File: src/vofch_pkg.sv
// package of constants for the video output image overlay fetch block
// Operation
// (RL1) image spans programmed lines and scaled width; the code uses the programmed width unscaled, upscale bit unused
// (RL2) threshold line interrupt, threshold latched per frame
// (RL3) image shifted by vertical and horizontal offsets
// (RL4) overlay first row counted within image
// (RL5) overlay first column within image, must be even
// (RL6) alpha bit picks one or zero weight
// (RL7) software keeps overlay even and inside image
// (RL8) first address: luma start or first buffer
// (RL9) second address: cb start or second buffer
// (RL10) third address: cr start or 24-bit length
// (RL11) overlay start reloads for next frame
// (RL12) overlay address is second length when streaming
// (RL13) each plane has its own 16-bit stride
// (RL14) line n address is start plus n strides
`default_nettype none
package vofch_pkg;
	// register byte offsets
	localparam logic [7:0] OFS_IMAGE_SIZE = 8'h00;
	localparam logic [7:0] OFS_THR_POS    = 8'h04;
	localparam logic [7:0] OFS_OVL_START  = 8'h08;
	localparam logic [7:0] OFS_OVL_SIZE   = 8'h0c;
	localparam logic [7:0] OFS_ADDR_A     = 8'h10;
	localparam logic [7:0] OFS_ADDR_B     = 8'h14;
	localparam logic [7:0] OFS_ADDR_C     = 8'h18;
	localparam logic [7:0] OFS_ADDR_D     = 8'h1c;
	localparam logic [7:0] OFS_CHR_STRIDE = 8'h20;
	localparam logic [7:0] OFS_LUM_STRIDE = 8'h24;
	localparam logic [7:0] OFS_CTRL       = 8'h28;
	localparam logic [7:0] OFS_STATUS     = 8'h2c;
	localparam logic [7:0] OFS_MASK       = 8'h30;
	// field positions: 10-bit fields at 20, 10 and 0, weights at 0
	localparam int F_HI  = 20;
	localparam int F_MID = 10;
	localparam int F_LO  = 0;
	localparam int F_W   = 10;
	localparam int WGT_W = 8;
	localparam int STR_W = 16;
	localparam int LEN_W = 24;
	// control bits
	localparam int C_MODE   = 0;
	localparam int C_UPSC   = 2;
	localparam int C_AFMT   = 3;
	// status bits
	localparam int S_THR    = 0;
	localparam int S_FRAME  = 1;
	localparam int S_W      = 2;
	// reset values
	localparam logic [31:0] RST_ZERO = 32'h0000_0000;
	// fetch modes
	typedef enum logic [1:0] {
		VOFCH_REFRESH = 2'b00,
		VOFCH_STREAM  = 2'b01,
		VOFCH_MESSAGE = 2'b10
	} vofch_mode_t;
	// plane index order
	localparam int P_LUMA = 0;
	localparam int P_CB   = 1;
	localparam int P_CR   = 2;
	localparam int P_OVL  = 3;
endpackage
`default_nettype wire

File: src/vofch_sync.sv
// two-flip-flop synchroniser for pin inputs
`default_nettype none
module vofch_sync #(
	parameter int W = 3
) (
	// clock and reset
	input  wire logic         mclk,
	input  wire logic         rstn,
	// asynchronous in, synchronous out
	input  wire logic [W-1:0] d,
	output var  logic [W-1:0] q
);
	logic [W-1:0] meta_r;   // first stage, read only by second

	// two stages, nothing taps the first
	always_ff @(posedge mclk) begin
		if (!rstn) begin
			meta_r <= '0;
			q      <= '0;
		end else begin
			meta_r <= d;
			q      <= meta_r;
		end
	end

	sync_lat_a: assert property (@(posedge mclk) disable iff (!rstn)
		$past(rstn, 2) |-> q == $past(d, 2))
		else $error("synchroniser latency wrong");
endmodule
`default_nettype wire

File: src/vofch_step.sv
// per-plane line address stepper
`default_nettype none
module vofch_step (
	// clock and reset
	input  wire logic        mclk,
	input  wire logic        rstn,
	// control
	input  wire logic        load,
	input  wire logic        step,
	input  wire logic [31:0] start,
	input  wire logic [15:0] stride,
	// current line address
	output var  logic [31:0] addr
);
	wire [31:0] sum = addr + {16'h0000, stride};  // no wrap inside plane

	// load at frame start, add stride per line
	always_ff @(posedge mclk) begin
		if (!rstn) begin
			addr <= vofch_pkg::RST_ZERO;
		end else if (load) begin
			addr <= start;  // [RL14]
		end else if (step) begin
			addr <= sum;  // [RL13] [RL14]
		end
	end

	step_add_a: assert property (@(posedge mclk) disable iff (!rstn) // [RL14]
		step && !load |=> addr == $past(addr) + {16'h0000, $past(stride)})
		else $error("line address did not advance by stride");
	step_load_a: assert property (@(posedge mclk) disable iff (!rstn) // [RL11]
		load |=> addr == $past(start))
		else $error("start address not loaded");
endmodule
`default_nettype wire

File: src/vofch_top.sv
// video output image placement, overlay and fetch address unit
//
// The address map and the Wishbone register port were decided locally.
`default_nettype none
module vofch_top (
	// clock and reset
	input  wire logic        mclk,
	input  wire logic        rstn,
	// wishbone slave
	input  wire logic        wb_cyc_i,
	input  wire logic        wb_stb_i,
	input  wire logic        wb_we_i,
	input  wire logic [7:0]  wb_adr_i,
	input  wire logic [3:0]  wb_sel_i,
	input  wire logic [31:0] wb_dat_i,
	output var  logic [31:0] wb_dat_o,
	output var  logic        wb_ack_o,
	// video timing pins
	input  wire logic        frame_pin,
	input  wire logic        line_pin,
	input  wire logic        window_pin,
	// overlay pixel alpha bit from fetch
	input  wire logic        ovl_alpha_bit,
	// placement and blend outputs
	output var  logic        img_on_r,
	output var  logic        ovl_on_r,
	output var  logic [7:0]  alpha_r,
	// fetch outputs
	output var  logic        fetch_go_r,
	output var  logic [31:0] fetch_luma_r,
	output var  logic [31:0] fetch_cb_r,
	output var  logic [31:0] fetch_cr_r,
	output var  logic [31:0] fetch_ovl_r,
	output var  logic [23:0] len_one_r,
	output var  logic [23:0] len_two_r,
	// interrupt
	output var  logic        irq_r
);
	// register file
	logic [31:0] img_sz_r;    // height hi, width lo
	logic [31:0] thr_pos_r;   // threshold, voff, hoff
	logic [31:0] ovl_st_r;    // first row, first column, weight one
	logic [31:0] ovl_sz_r;    // height, width, weight zero
	logic [31:0] addr_a_r;    // luma start or first buffer
	logic [31:0] addr_b_r;    // cb start or second buffer
	logic [31:0] addr_c_r;    // cr start or first length
	logic [31:0] addr_d_r;    // overlay start or second length
	logic [31:0] chr_str_r;   // cr hi, cb lo
	logic [31:0] lum_str_r;   // overlay hi, luma lo
	logic [3:0]  ctrl_r;      // mode, upscale, alpha format
	logic [1:0]  sts_r;       // sticky events
	logic [1:0]  mask_r;      // interrupt enables

	// byte-lane merge for writes
	function automatic logic [31:0] lanes(input logic [31:0] old,
		input logic [31:0] nw, input logic [3:0] sel);
		logic [31:0] r;
		r = old;
		for (int i = 0; i < 4; i++) begin
			if (sel[i]) begin
				r[8*i +: 8] = nw[8*i +: 8];
			end
		end
		return r;
	endfunction

	// 10-bit field pick
	function automatic logic [9:0] fld(input logic [31:0] v, input int p);
		return v[p +: 10];
	endfunction

	// range test: v in [lo, lo+n)
	function automatic logic inside_of(input logic [10:0] v,
		input logic [10:0] lo, input logic [10:0] n);
		logic [10:0] d;
		d = v - lo;
		return (v >= lo) && (d < n);
	endfunction

	// bus decode
	wire req     = wb_cyc_i & wb_stb_i & ~wb_ack_o;
	wire wr      = req & wb_we_i;
	wire rd      = req & ~wb_we_i;
	wire wr_img  = wr & (wb_adr_i == vofch_pkg::OFS_IMAGE_SIZE);
	wire wr_thr  = wr & (wb_adr_i == vofch_pkg::OFS_THR_POS);
	wire wr_ost  = wr & (wb_adr_i == vofch_pkg::OFS_OVL_START);
	wire wr_osz  = wr & (wb_adr_i == vofch_pkg::OFS_OVL_SIZE);
	wire wr_aa   = wr & (wb_adr_i == vofch_pkg::OFS_ADDR_A);
	wire wr_ab   = wr & (wb_adr_i == vofch_pkg::OFS_ADDR_B);
	wire wr_ac   = wr & (wb_adr_i == vofch_pkg::OFS_ADDR_C);
	wire wr_ad   = wr & (wb_adr_i == vofch_pkg::OFS_ADDR_D);
	wire wr_cs   = wr & (wb_adr_i == vofch_pkg::OFS_CHR_STRIDE);
	wire wr_ls   = wr & (wb_adr_i == vofch_pkg::OFS_LUM_STRIDE);
	wire wr_ctl  = wr & (wb_adr_i == vofch_pkg::OFS_CTRL);
	wire wr_msk  = wr & (wb_adr_i == vofch_pkg::OFS_MASK);
	wire rd_sts  = rd & (wb_adr_i == vofch_pkg::OFS_STATUS);

	// read mux; unmapped reads return zero
	logic [31:0] rdata;
	always_comb begin
		unique case (wb_adr_i)
			vofch_pkg::OFS_IMAGE_SIZE: rdata = img_sz_r;
			vofch_pkg::OFS_THR_POS:    rdata = thr_pos_r;
			vofch_pkg::OFS_OVL_START:  rdata = ovl_st_r;
			vofch_pkg::OFS_OVL_SIZE:   rdata = ovl_sz_r;
			vofch_pkg::OFS_ADDR_A:     rdata = addr_a_r;
			vofch_pkg::OFS_ADDR_B:     rdata = addr_b_r;
			vofch_pkg::OFS_ADDR_C:     rdata = addr_c_r;
			vofch_pkg::OFS_ADDR_D:     rdata = addr_d_r;
			vofch_pkg::OFS_CHR_STRIDE: rdata = chr_str_r;
			vofch_pkg::OFS_LUM_STRIDE: rdata = lum_str_r;
			vofch_pkg::OFS_CTRL:       rdata = {28'h0000000, ctrl_r};
			vofch_pkg::OFS_STATUS:     rdata = {30'h00000000, sts_r};
			vofch_pkg::OFS_MASK:       rdata = {30'h00000000, mask_r};
			default:                   rdata = vofch_pkg::RST_ZERO;
		endcase
	end

	// one-cycle ack, read data registered
	always_ff @(posedge mclk) begin
		if (!rstn) begin
			wb_ack_o <= 1'b0;
			wb_dat_o <= vofch_pkg::RST_ZERO;
		end else begin
			wb_ack_o <= req;
			wb_dat_o <= rd ? rdata : wb_dat_o;
		end
	end

	// register writes with byte lanes
	always_ff @(posedge mclk) begin
		if (!rstn) begin
			img_sz_r  <= vofch_pkg::RST_ZERO;
			thr_pos_r <= vofch_pkg::RST_ZERO;
			ovl_st_r  <= vofch_pkg::RST_ZERO;
			ovl_sz_r  <= vofch_pkg::RST_ZERO;
			addr_a_r  <= vofch_pkg::RST_ZERO;
			addr_b_r  <= vofch_pkg::RST_ZERO;
			addr_c_r  <= vofch_pkg::RST_ZERO;
			addr_d_r  <= vofch_pkg::RST_ZERO;
			chr_str_r <= vofch_pkg::RST_ZERO;
			lum_str_r <= vofch_pkg::RST_ZERO;
			ctrl_r    <= 4'h0;
			mask_r    <= 2'h0;
		end else begin
			if (wr_img) img_sz_r  <= lanes(img_sz_r, wb_dat_i, wb_sel_i);
			if (wr_thr) thr_pos_r <= lanes(thr_pos_r, wb_dat_i, wb_sel_i);
			if (wr_ost) ovl_st_r  <= lanes(ovl_st_r, wb_dat_i, wb_sel_i);
			if (wr_osz) ovl_sz_r  <= lanes(ovl_sz_r, wb_dat_i, wb_sel_i);
			if (wr_aa)  addr_a_r  <= lanes(addr_a_r, wb_dat_i, wb_sel_i);
			if (wr_ab)  addr_b_r  <= lanes(addr_b_r, wb_dat_i, wb_sel_i);
			if (wr_ac)  addr_c_r  <= lanes(addr_c_r, wb_dat_i, wb_sel_i);
			if (wr_ad)  addr_d_r  <= lanes(addr_d_r, wb_dat_i, wb_sel_i);
			if (wr_cs)  chr_str_r <= lanes(chr_str_r, wb_dat_i, wb_sel_i);
			if (wr_ls)  lum_str_r <= lanes(lum_str_r, wb_dat_i, wb_sel_i);
			if (wr_ctl && wb_sel_i[0]) ctrl_r <= wb_dat_i[3:0];
			if (wr_msk && wb_sel_i[0]) mask_r <= wb_dat_i[1:0];
		end
	end

	// mode decode
	wire [1:0] mode_w  = ctrl_r[vofch_pkg::C_MODE +: 2];
	wire refresh       = mode_w == vofch_pkg::VOFCH_REFRESH;
	wire stream        = mode_w == vofch_pkg::VOFCH_STREAM;
	wire alpha_fmt     = ctrl_r[vofch_pkg::C_AFMT];

	// pin synchroniser
	logic [2:0] pins_s;
	vofch_sync #(.W(3)) u_sync (
		.mclk (mclk),
		.rstn (rstn),
		.d    ({window_pin, line_pin, frame_pin}),
		.q    (pins_s)
	);

	// edge detect on synchronised pins
	logic [1:0] pins_d_r;
	always_ff @(posedge mclk) begin
		if (!rstn) pins_d_r <= 2'h0;
		else       pins_d_r <= pins_s[1:0];
	end
	wire frame_go = pins_s[0] & ~pins_d_r[0];
	wire line_go  = pins_s[1] & ~pins_d_r[1];
	wire win_on   = pins_s[2];

	// threshold shadow, a new value takes effect at the next frame edge
	logic [9:0]  thr_f_r;   // threshold for this frame
	always_ff @(posedge mclk) begin
		if (!rstn) begin
			thr_f_r <= 10'h000;
		end else if (frame_go) begin
			thr_f_r <= fld(thr_pos_r, vofch_pkg::F_HI);  // [RL2]
		end
	end

	// window line and pixel counters
	logic [10:0] wline_r;
	logic [10:0] wpix_r;
	always_ff @(posedge mclk) begin
		if (!rstn) begin
			wline_r <= 11'h000;
			wpix_r  <= 11'h000;
		end else if (frame_go) begin
			wline_r <= 11'h000;
			wpix_r  <= 11'h000;
		end else if (line_go) begin
			wline_r <= wline_r + 11'h001;
			wpix_r  <= 11'h000;
		end else if (win_on) begin
			wpix_r  <= wpix_r + 11'h001;
		end
	end

	// image placement; line counter is one ahead after a line edge
	wire [10:0] row_w   = wline_r - 11'h001;
	wire [10:0] voff    = {1'b0, fld(thr_pos_r, vofch_pkg::F_MID)};
	wire [10:0] hoff    = {1'b0, fld(thr_pos_r, vofch_pkg::F_LO)};
	wire [10:0] img_h   = img_sz_r[26:16];
	wire [10:0] img_w   = img_sz_r[10:0];
	wire [10:0] img_row = row_w - voff;
	wire [10:0] img_col = wpix_r - hoff;
	wire row_in = (wline_r != 11'h000) && inside_of(row_w, voff, img_h);  // [RL1] [RL3]
	wire col_in = win_on && inside_of(wpix_r, hoff, img_w);  // [RL1] [RL3]
	// next line starts an image line
	wire [10:0] nimg    = wline_r - voff;
	wire nrow_in = inside_of(wline_r, voff, img_h);

	// overlay placement inside the image
	wire [10:0] o_row   = {1'b0, fld(ovl_st_r, vofch_pkg::F_HI)};
	wire [10:0] o_col   = {1'b0, fld(ovl_st_r, vofch_pkg::F_MID)};
	wire [10:0] o_h     = {1'b0, fld(ovl_sz_r, vofch_pkg::F_HI)};
	wire [10:0] o_w     = {1'b0, fld(ovl_sz_r, vofch_pkg::F_MID)};
	wire orow_in = row_in && inside_of(img_row, o_row, o_h);  // [RL4]
	wire ocol_in = col_in && inside_of(img_col, {o_col[10:1], 1'b0}, o_w);  // [RL5]
	wire nrow_ov = nrow_in && inside_of(nimg, o_row, o_h);  // [RL4]

	// blend weight pick
	wire [7:0] w_one   = ovl_st_r[7:0];
	wire [7:0] w_zero  = ovl_sz_r[7:0];
	wire [7:0] w_pick  = (!alpha_fmt || ovl_alpha_bit) ? w_one : w_zero;  // [RL6]

	// image and overlay flags, blend weight
	always_ff @(posedge mclk) begin
		if (!rstn) begin
			img_on_r <= 1'b0;
			ovl_on_r <= 1'b0;
			alpha_r  <= 8'h00;
		end else begin
			img_on_r <= row_in && col_in;
			ovl_on_r <= orow_in && ocol_in;
			alpha_r  <= (orow_in && ocol_in) ? w_pick : 8'h00;  // [RL6]
		end
	end

	// steppers: load at frame, step on every image line after the first; overlay steps on each overlay line after its first
	wire        step_img = line_go && nrow_in && (nimg != 11'h000);
	wire        step_ovl = line_go && nrow_ov && (nimg != o_row);
	wire [31:0] a_luma;
	wire [31:0] a_cb;
	wire [31:0] a_cr;
	wire [31:0] a_ovl;

	vofch_step u_luma (
		.mclk   (mclk),
		.rstn   (rstn),
		.load   (frame_go),
		.step   (step_img),
		.start  (addr_a_r),
		.stride (lum_str_r[15:0]),
		.addr   (a_luma)
	);
	vofch_step u_cb (
		.mclk   (mclk),
		.rstn   (rstn),
		.load   (frame_go),
		.step   (step_img),
		.start  (addr_b_r),
		.stride (chr_str_r[15:0]),
		.addr   (a_cb)
	);
	vofch_step u_cr (
		.mclk   (mclk),
		.rstn   (rstn),
		.load   (frame_go),
		.step   (step_img),
		.start  (addr_c_r),
		.stride (chr_str_r[31:16]),
		.addr   (a_cr)
	);
	// overlay start written between frames is taken at the next frame edge
	vofch_step u_ovl (
		.mclk   (mclk),
		.rstn   (rstn),
		.load   (frame_go),
		.step   (step_ovl),
		.start  (addr_d_r),  // [RL11]
		.stride (lum_str_r[31:16]),
		.addr   (a_ovl)
	);

	// fetch pulse waits a cycle so the stepped line address is on the outputs
	logic go_d_r;
	always_ff @(posedge mclk) go_d_r <= rstn && line_go && nrow_in;

	// fetch outputs by mode
	always_ff @(posedge mclk) begin
		if (!rstn) begin
			fetch_go_r   <= 1'b0;
			fetch_luma_r <= vofch_pkg::RST_ZERO;
			fetch_cb_r   <= vofch_pkg::RST_ZERO;
			fetch_cr_r   <= vofch_pkg::RST_ZERO;
			fetch_ovl_r  <= vofch_pkg::RST_ZERO;
			len_one_r    <= 24'h000000;
			len_two_r    <= 24'h000000;
		end else if (refresh) begin
			fetch_go_r   <= go_d_r;  // [RL14]
			fetch_luma_r <= a_luma;  // [RL8]
			fetch_cb_r   <= a_cb;  // [RL9]
			fetch_cr_r   <= a_cr;  // [RL10]
			fetch_ovl_r  <= a_ovl;  // [RL11]
			len_one_r    <= 24'h000000;
			len_two_r    <= 24'h000000;
		end else begin
			fetch_go_r   <= frame_go;
			fetch_luma_r <= addr_a_r;  // [RL8]
			fetch_cb_r   <= stream ? addr_b_r : vofch_pkg::RST_ZERO;  // [RL9]
			fetch_cr_r   <= vofch_pkg::RST_ZERO;
			fetch_ovl_r  <= vofch_pkg::RST_ZERO;
			len_one_r    <= addr_c_r[23:0];  // [RL10]
			len_two_r    <= stream ? addr_d_r[23:0] : 24'h000000;  // [RL12]
		end
	end

	// events: threshold line and frame start
	wire thr_hit = line_go && nrow_in && (nimg == {1'b0, thr_f_r});  // [RL2]
	wire [1:0] ev = {frame_go, thr_hit};
	wire [1:0] mask_nxt = (wr_msk && wb_sel_i[0]) ? wb_dat_i[1:0] : mask_r;
	always_ff @(posedge mclk) begin
		if (!rstn) begin
			sts_r <= 2'h0;
			irq_r <= 1'b0;
		end else begin
			sts_r <= (rd_sts ? 2'h0 : sts_r) | ev;  // set beats read-clear
			irq_r <= |(((rd_sts ? 2'h0 : sts_r) | ev) & mask_nxt);  // follows next status
		end
	end

	ack_pulse_a: assert property (@(posedge mclk) disable iff (!rstn)
		wb_ack_o |=> !wb_ack_o)
		else $error("ack held longer than one cycle");
	thr_irq_a: assert property (@(posedge mclk) disable iff (!rstn) // [RL2]
		thr_hit |=> sts_r[vofch_pkg::S_THR])
		else $error("threshold line did not set status");
	irq_level_a: assert property (@(posedge mclk) disable iff (!rstn)
		(|(sts_r & mask_r)) |-> irq_r)
		else $error("interrupt low with unmasked status");
	alpha_one_a: assert property (@(posedge mclk) disable iff (!rstn) // [RL6]
		orow_in && ocol_in && alpha_fmt && ovl_alpha_bit |=> alpha_r == $past(w_one))
		else $error("wrong weight for alpha bit one");
	alpha_zero_a: assert property (@(posedge mclk) disable iff (!rstn) // [RL6]
		orow_in && ocol_in && alpha_fmt && !ovl_alpha_bit |=> alpha_r == $past(w_zero))
		else $error("wrong weight for alpha bit zero");
	ovl_in_img_a: assert property (@(posedge mclk) disable iff (!rstn) // [RL4]
		ovl_on_r |-> img_on_r)
		else $error("overlay shown outside the image");
	img_first_a: assert property (@(posedge mclk) disable iff (!rstn) // [RL3]
		row_in && win_on && wpix_r == hoff && img_w != 11'h000 |=> img_on_r)
		else $error("image not at horizontal offset");
	len_mode_a: assert property (@(posedge mclk) disable iff (!rstn) // [RL12]
		stream |=> len_two_r == $past(addr_d_r[23:0]))
		else $error("second length not from overlay address");
endmodule
`default_nettype wire

File: config.mk
export PLATFORM = sky130hd
export DESIGN_NAME = vofch_top
export DESIGN_NICKNAME = d
export VERILOG_FILES = /design/src/vofch_pkg.sv /design/src/vofch_sync.sv /design/src/vofch_step.sv /design/src/vofch_top.sv
export SDC_FILE = /design/constraint.sdc
export NUM_CORES = 2
export LEC_CHECK = 0
export ABC_AREA = 1
export BUFFER_PORTS_ARGS = -buffer_cell sky130_fd_sc_hd__buf_2
export CORE_MARGIN = 2
export CORE_UTILIZATION = 30
export DETAILED_ROUTE_END_ITERATION = 8
export GPL_TIMING_DRIVEN = 0
export PLACE_DENSITY = 0.54
export REMOVE_ABC_BUFFERS = 1
export SLEW_MARGIN = 25
export SYNTH_ARGS = -nofsm -noshare
export SYNTH_HDL_FRONTEND = slang
export SYNTH_SLANG_ARGS = --single-unit
File: constraint.sdc
create_clock -name mclk -period 4.6 [get_ports mclk]
set_clock_uncertainty 0.15 [all_clocks]
set_input_delay 0.23 -clock mclk [delete_from_list [all_inputs] [get_ports mclk]]
set_output_delay 0.23 -clock mclk [all_outputs]
set_load 0.01 [all_outputs]
==> impl_results.rst <==
.. list-table::
   :header-rows: 1

   * - Metric
     - Value
   * - Clk buf depth
     - 3
   * - Largest net degree at the start of global routing
     - 136
   * - Slowest cell on crit path
     - dfxtp_2
   * - Post-Syn Area per Cell
     - 6.995 sq um
   * - FF+latch area
     - around 0.014 sq mm
   * - Commonest register cell after synthesis
     - dfxtp_1
   * - Number of clock buffers inserted by TritonCTS
     - 84
   * - Initial antenna violation count
     - 13
   * - Largest fanout of any net on the critical path
     - 5
   * - Post-layout utilization of the core
     - 36.59%
   * - Layout-stage area growth over the synthesis result
     - 21.27%
   * - Critical Path Start Type
     - register
   * - Most common library cell in the layout ignoring fill and taps
     - nand2_1
   * - Vias after detailed routing
     - 37560
   * - Outcome
     - complete, but fails checks
   * - Violated checks
     - setup timing
   * - Setup repair after global routing missed its margin
     - true
   * - I/O pin total
     - 274
   * - Critical path class
     - reg -> reg
   * - Worst-case vdd ir drop
     - 258.8 uV
   * - Number of sinks on the clock net
     - roughly 720
   * - Instance count after placement with tap cells included
     - 6993
   * - Total overflow reported by the global router
     - 0
   * - Biggest area consumer among synthesized cells
     - dfxtp_1
   * - Horizontal die dimension
     - 356.2 um
   * - Vias in the first global route
     - 34960
   * - Worst stage delay on the critical path
     - 370 ps
   * - Most frequent cells in the layout
     - nand2_1 (936), a21oi_1 (717), dfxtp_1 (711)
   * - Multi-input gate area in the final layout
     - 0.01996 sq mm
   * - Total net switching power
     - 3.775 mW
   * - Synth cell types
     - 48
   * - Number of filler instances in the final layout
     - 13170
   * - Area of the mapped netlist
     - 0.03720 sq mm
   * - Buffer cell driving the clock tree root
     - clkbuf_16
   * - Highest attainable clock frequency
     - ~220 MHz
   * - TritonCTS clock tree
     - built
   * - Maximum Capacitance Violations
     - 0
   * - Arrival time of data at the critical path endpoint
     - 5130 ps
   * - Die footprint
     - 0.1268 sq mm
   * - Path class of the lowest-slack min-delay path
     - in -> reg
   * - Final routed wire length divided by cell count
     - between 20 and 25 um
   * - Weighted congestion at the end of routability-driven global placement
     - 0.9234
   * - Y dimension of the die
     - 356.2 um
   * - Port Buf Inserts
     - 273
   * - First-pass GRT wire length
     - 225.1 mm
   * - Share of the synthesized area in the top cell type
     - 38.63%
   * - Share of power burned in the clock network
     - 50.6%
   * - Max Slew Vio Count
     - 0
   * - Syn. warnings
     - 0
   * - Cell mode on critical path
     - nand2_1
   * - Endpoint type of the worst setup path
     - register
   * - Setup violation total in the final timing report
     - 7
   * - Number of synthesized flops with an enable pin
     - 0
   * - Post-synthesis async set-or-reset flop share
     - 0%
   * - Top cells by area, synth
     - dfxtp_1 (39%), a21oi_1 (9.9%), nand2_1 (9.6%)
   * - Post-DP HPWL
     - 114.1 mm
   * - Share of the cycle needed by the critical path after routing
     - 100.9%
   * - Hold slack final
     - 77.18 ps
   * - Post-detailed-route via-to-cell ratio
     - 5.174
   * - Register clock-pin slew on the reported worst setup and hold paths
     - around 70 ps
   * - Final routed DRC violation total
     - 0
   * - Synth Instances
     - ~5300
   * - Slew @ Worst Pin
     - roughly 1100 ps
   * - Cell leakage power
     - about 18 nW
   * - Slew margin rel.
     - 26.09%
   * - Hold violation total from the final report
     - 0
   * - Required time of the worst setup path
     - 5080 ps
   * - Number of rows in the core area
     - 129
   * - GRT Overall Usage
     - 23.51%
   * - Final antenna-violating net count
     - 0
   * - Starting DRC count in detailed routing
     - approximately 3700
   * - Initial standard-cell utilization of the core
     - 30.17%
   * - Minimum period implied by the final worst setup slack
     - 4643 ps
   * - Fin cells
     - 7259
   * - Core footprint
     - around 0.12 sq mm
   * - Insertion delay of the later-clocked pin in the worst-skew pair
     - around 700 ps
   * - Total Nets Final
     - 5794
   * - Register share of total power
     - 42.1%
   * - Total of flip-flops plus latches after synthesis
     - 718
   * - Sequential fraction of the synthesis area
     - 38.63%
   * - Internal Power
     - 11.07 mW
   * - Number of search-and-repair iterations in the first detailed-routing pass
     - 5
   * - Comb power frac
     - 7.3%
   * - Layout cells sized above 1
     - 11.30%
   * - Cell Pwr Density
     - 329.0 mW/mm^2
   * - Routed wire length
     - 155.7 mm
   * - Switching share of power
     - 25.43%
   * - Total number of H-tree levels
     - 3
   * - PnR worst setup slack
     - -42.65 ps
## power by group through the flow
stage / clock network [mW] / registers [mW] / logic, mW
2_1_floorplan: 0 / 6.38 / 0.482
3_3_place_gp: 0 / 6.38 / 0.848
3_5_place_dp: 0 / 6.38 / 0.882
4_1_cts: 7.63 / 6.24 / 1.02
5_1_grt: 7.86 / 6.24 / 1.18
6_report: 7.51 / 6.24 / 1.09
## cell families after synthesis
logic type	Yosys count	share of synthesized area, %
AND/OR/NAND/NOR	1882	21.36
AO/OA/AOI/OAI	1489	21.27
buffers and inverters	941	9.780
flip-flops	718	38.63
adder cells (fa/ha/maj)	193	6.692
XOR/XNOR	96	2.260
## Yosys cell counts (3+ instances only)
cell	n
a211oi_1	6
a21boi_0	3
a21o_1	12
a21oi_1	733
a221oi_1	7
a31oi_1	3
and2_1	3
buf_1	16
buf_2	34
buf_4	3
buf_6	7
clkbuf_1	203
clkinv_1	6
dfxtp_1	718
fa_1	10
ha_1	183
inv_1	671
nand2_1	949
nand2_2	3
nand3_1	392
nand3b_1	12
nand4_1	52
nor2_1	371
nor3_1	52
nor4_1	17
o2111ai_1	32
o211ai_1	6
o21a_1	6
o21ai_0	508
o21ai_1	5
o21bai_1	8
o22ai_1	156
or2_2	21
xnor2_1	43
xor2_1	53
## layout make-up
cell class	instances	area share, %
Multi-Input combinational cell	3668	44.25
Timing Repair Buffer	398	6.747
Clock inverter	48	1.683
Tap cell	1637	4.540
Antenna cell	4	0.02219
Sequential cell	718	31.91
Inverter	678	5.707
Clock buffer	108	5.147
## worst max-delay path, delay by kind of cell, from the launching register on
family          cells  cell delay, ps
flops               1             370
simple gates       18            1990
compound gates      2             360
fa+ha+maj           3             800
xor+xnor            2             400
buf+inv             4             480
## path summary, 6_finish.rpt
kind	cells past startpoint	end	slack (ps)	from
worst max register to register	29	alpha_r[2]	-40	wline_r[2]
worst min register to register	2	u_sync.q[0]	260	u_sync.meta_r[0]
worst max-delay path	29	alpha_r[2]	-40	wline_r[2]
worst min-delay path	5	ctrl_r[3]	80	wb_adr_i[2]
## metrics by stage
| step | total power, mW | setup WS, ps | cell area [sq um] | TNS, ps |
|---|---|---|---|---|
| 4_1_cts | 14.90 | -0.5667 | 44780 | -0.5667 |
| 6_report | 14.84 | -42.65 | 45120 | -123.1 |
| 5_1_grt | 15.29 | -295.3 | 45110 | -8060 |
| 2_1_floorplan | 6.864 | -6667 | 36110 | -866420 |
| 3_3_place_gp | 7.232 | -22220 | 39530 | -4892720 |
| 3_5_place_dp | 7.266 | -1425 | 40330 | -78370 |
## layer usage
metal  vias to the layer above  global-route usage (%)  routed length, um
met5                         -                       0                  0
met4                         0                   10.08               6858
met3                       252                   3.253              11780
met2                      1384                   37.08              68660
met1                     17670                   32.04              68450
li1                      18250                       -                  -
## timing repair
item                                    CTS  global route
gates cloned                              8             4
hold buffers                             61             0
hold endpoints to repair                378             0
pin swaps                                27            22
gates resized for setup                  99            41
buffers inserted                         21            12
endpoints found under the setup margin  123           137
Note: power is estimated with default switching activity, not from simulation.
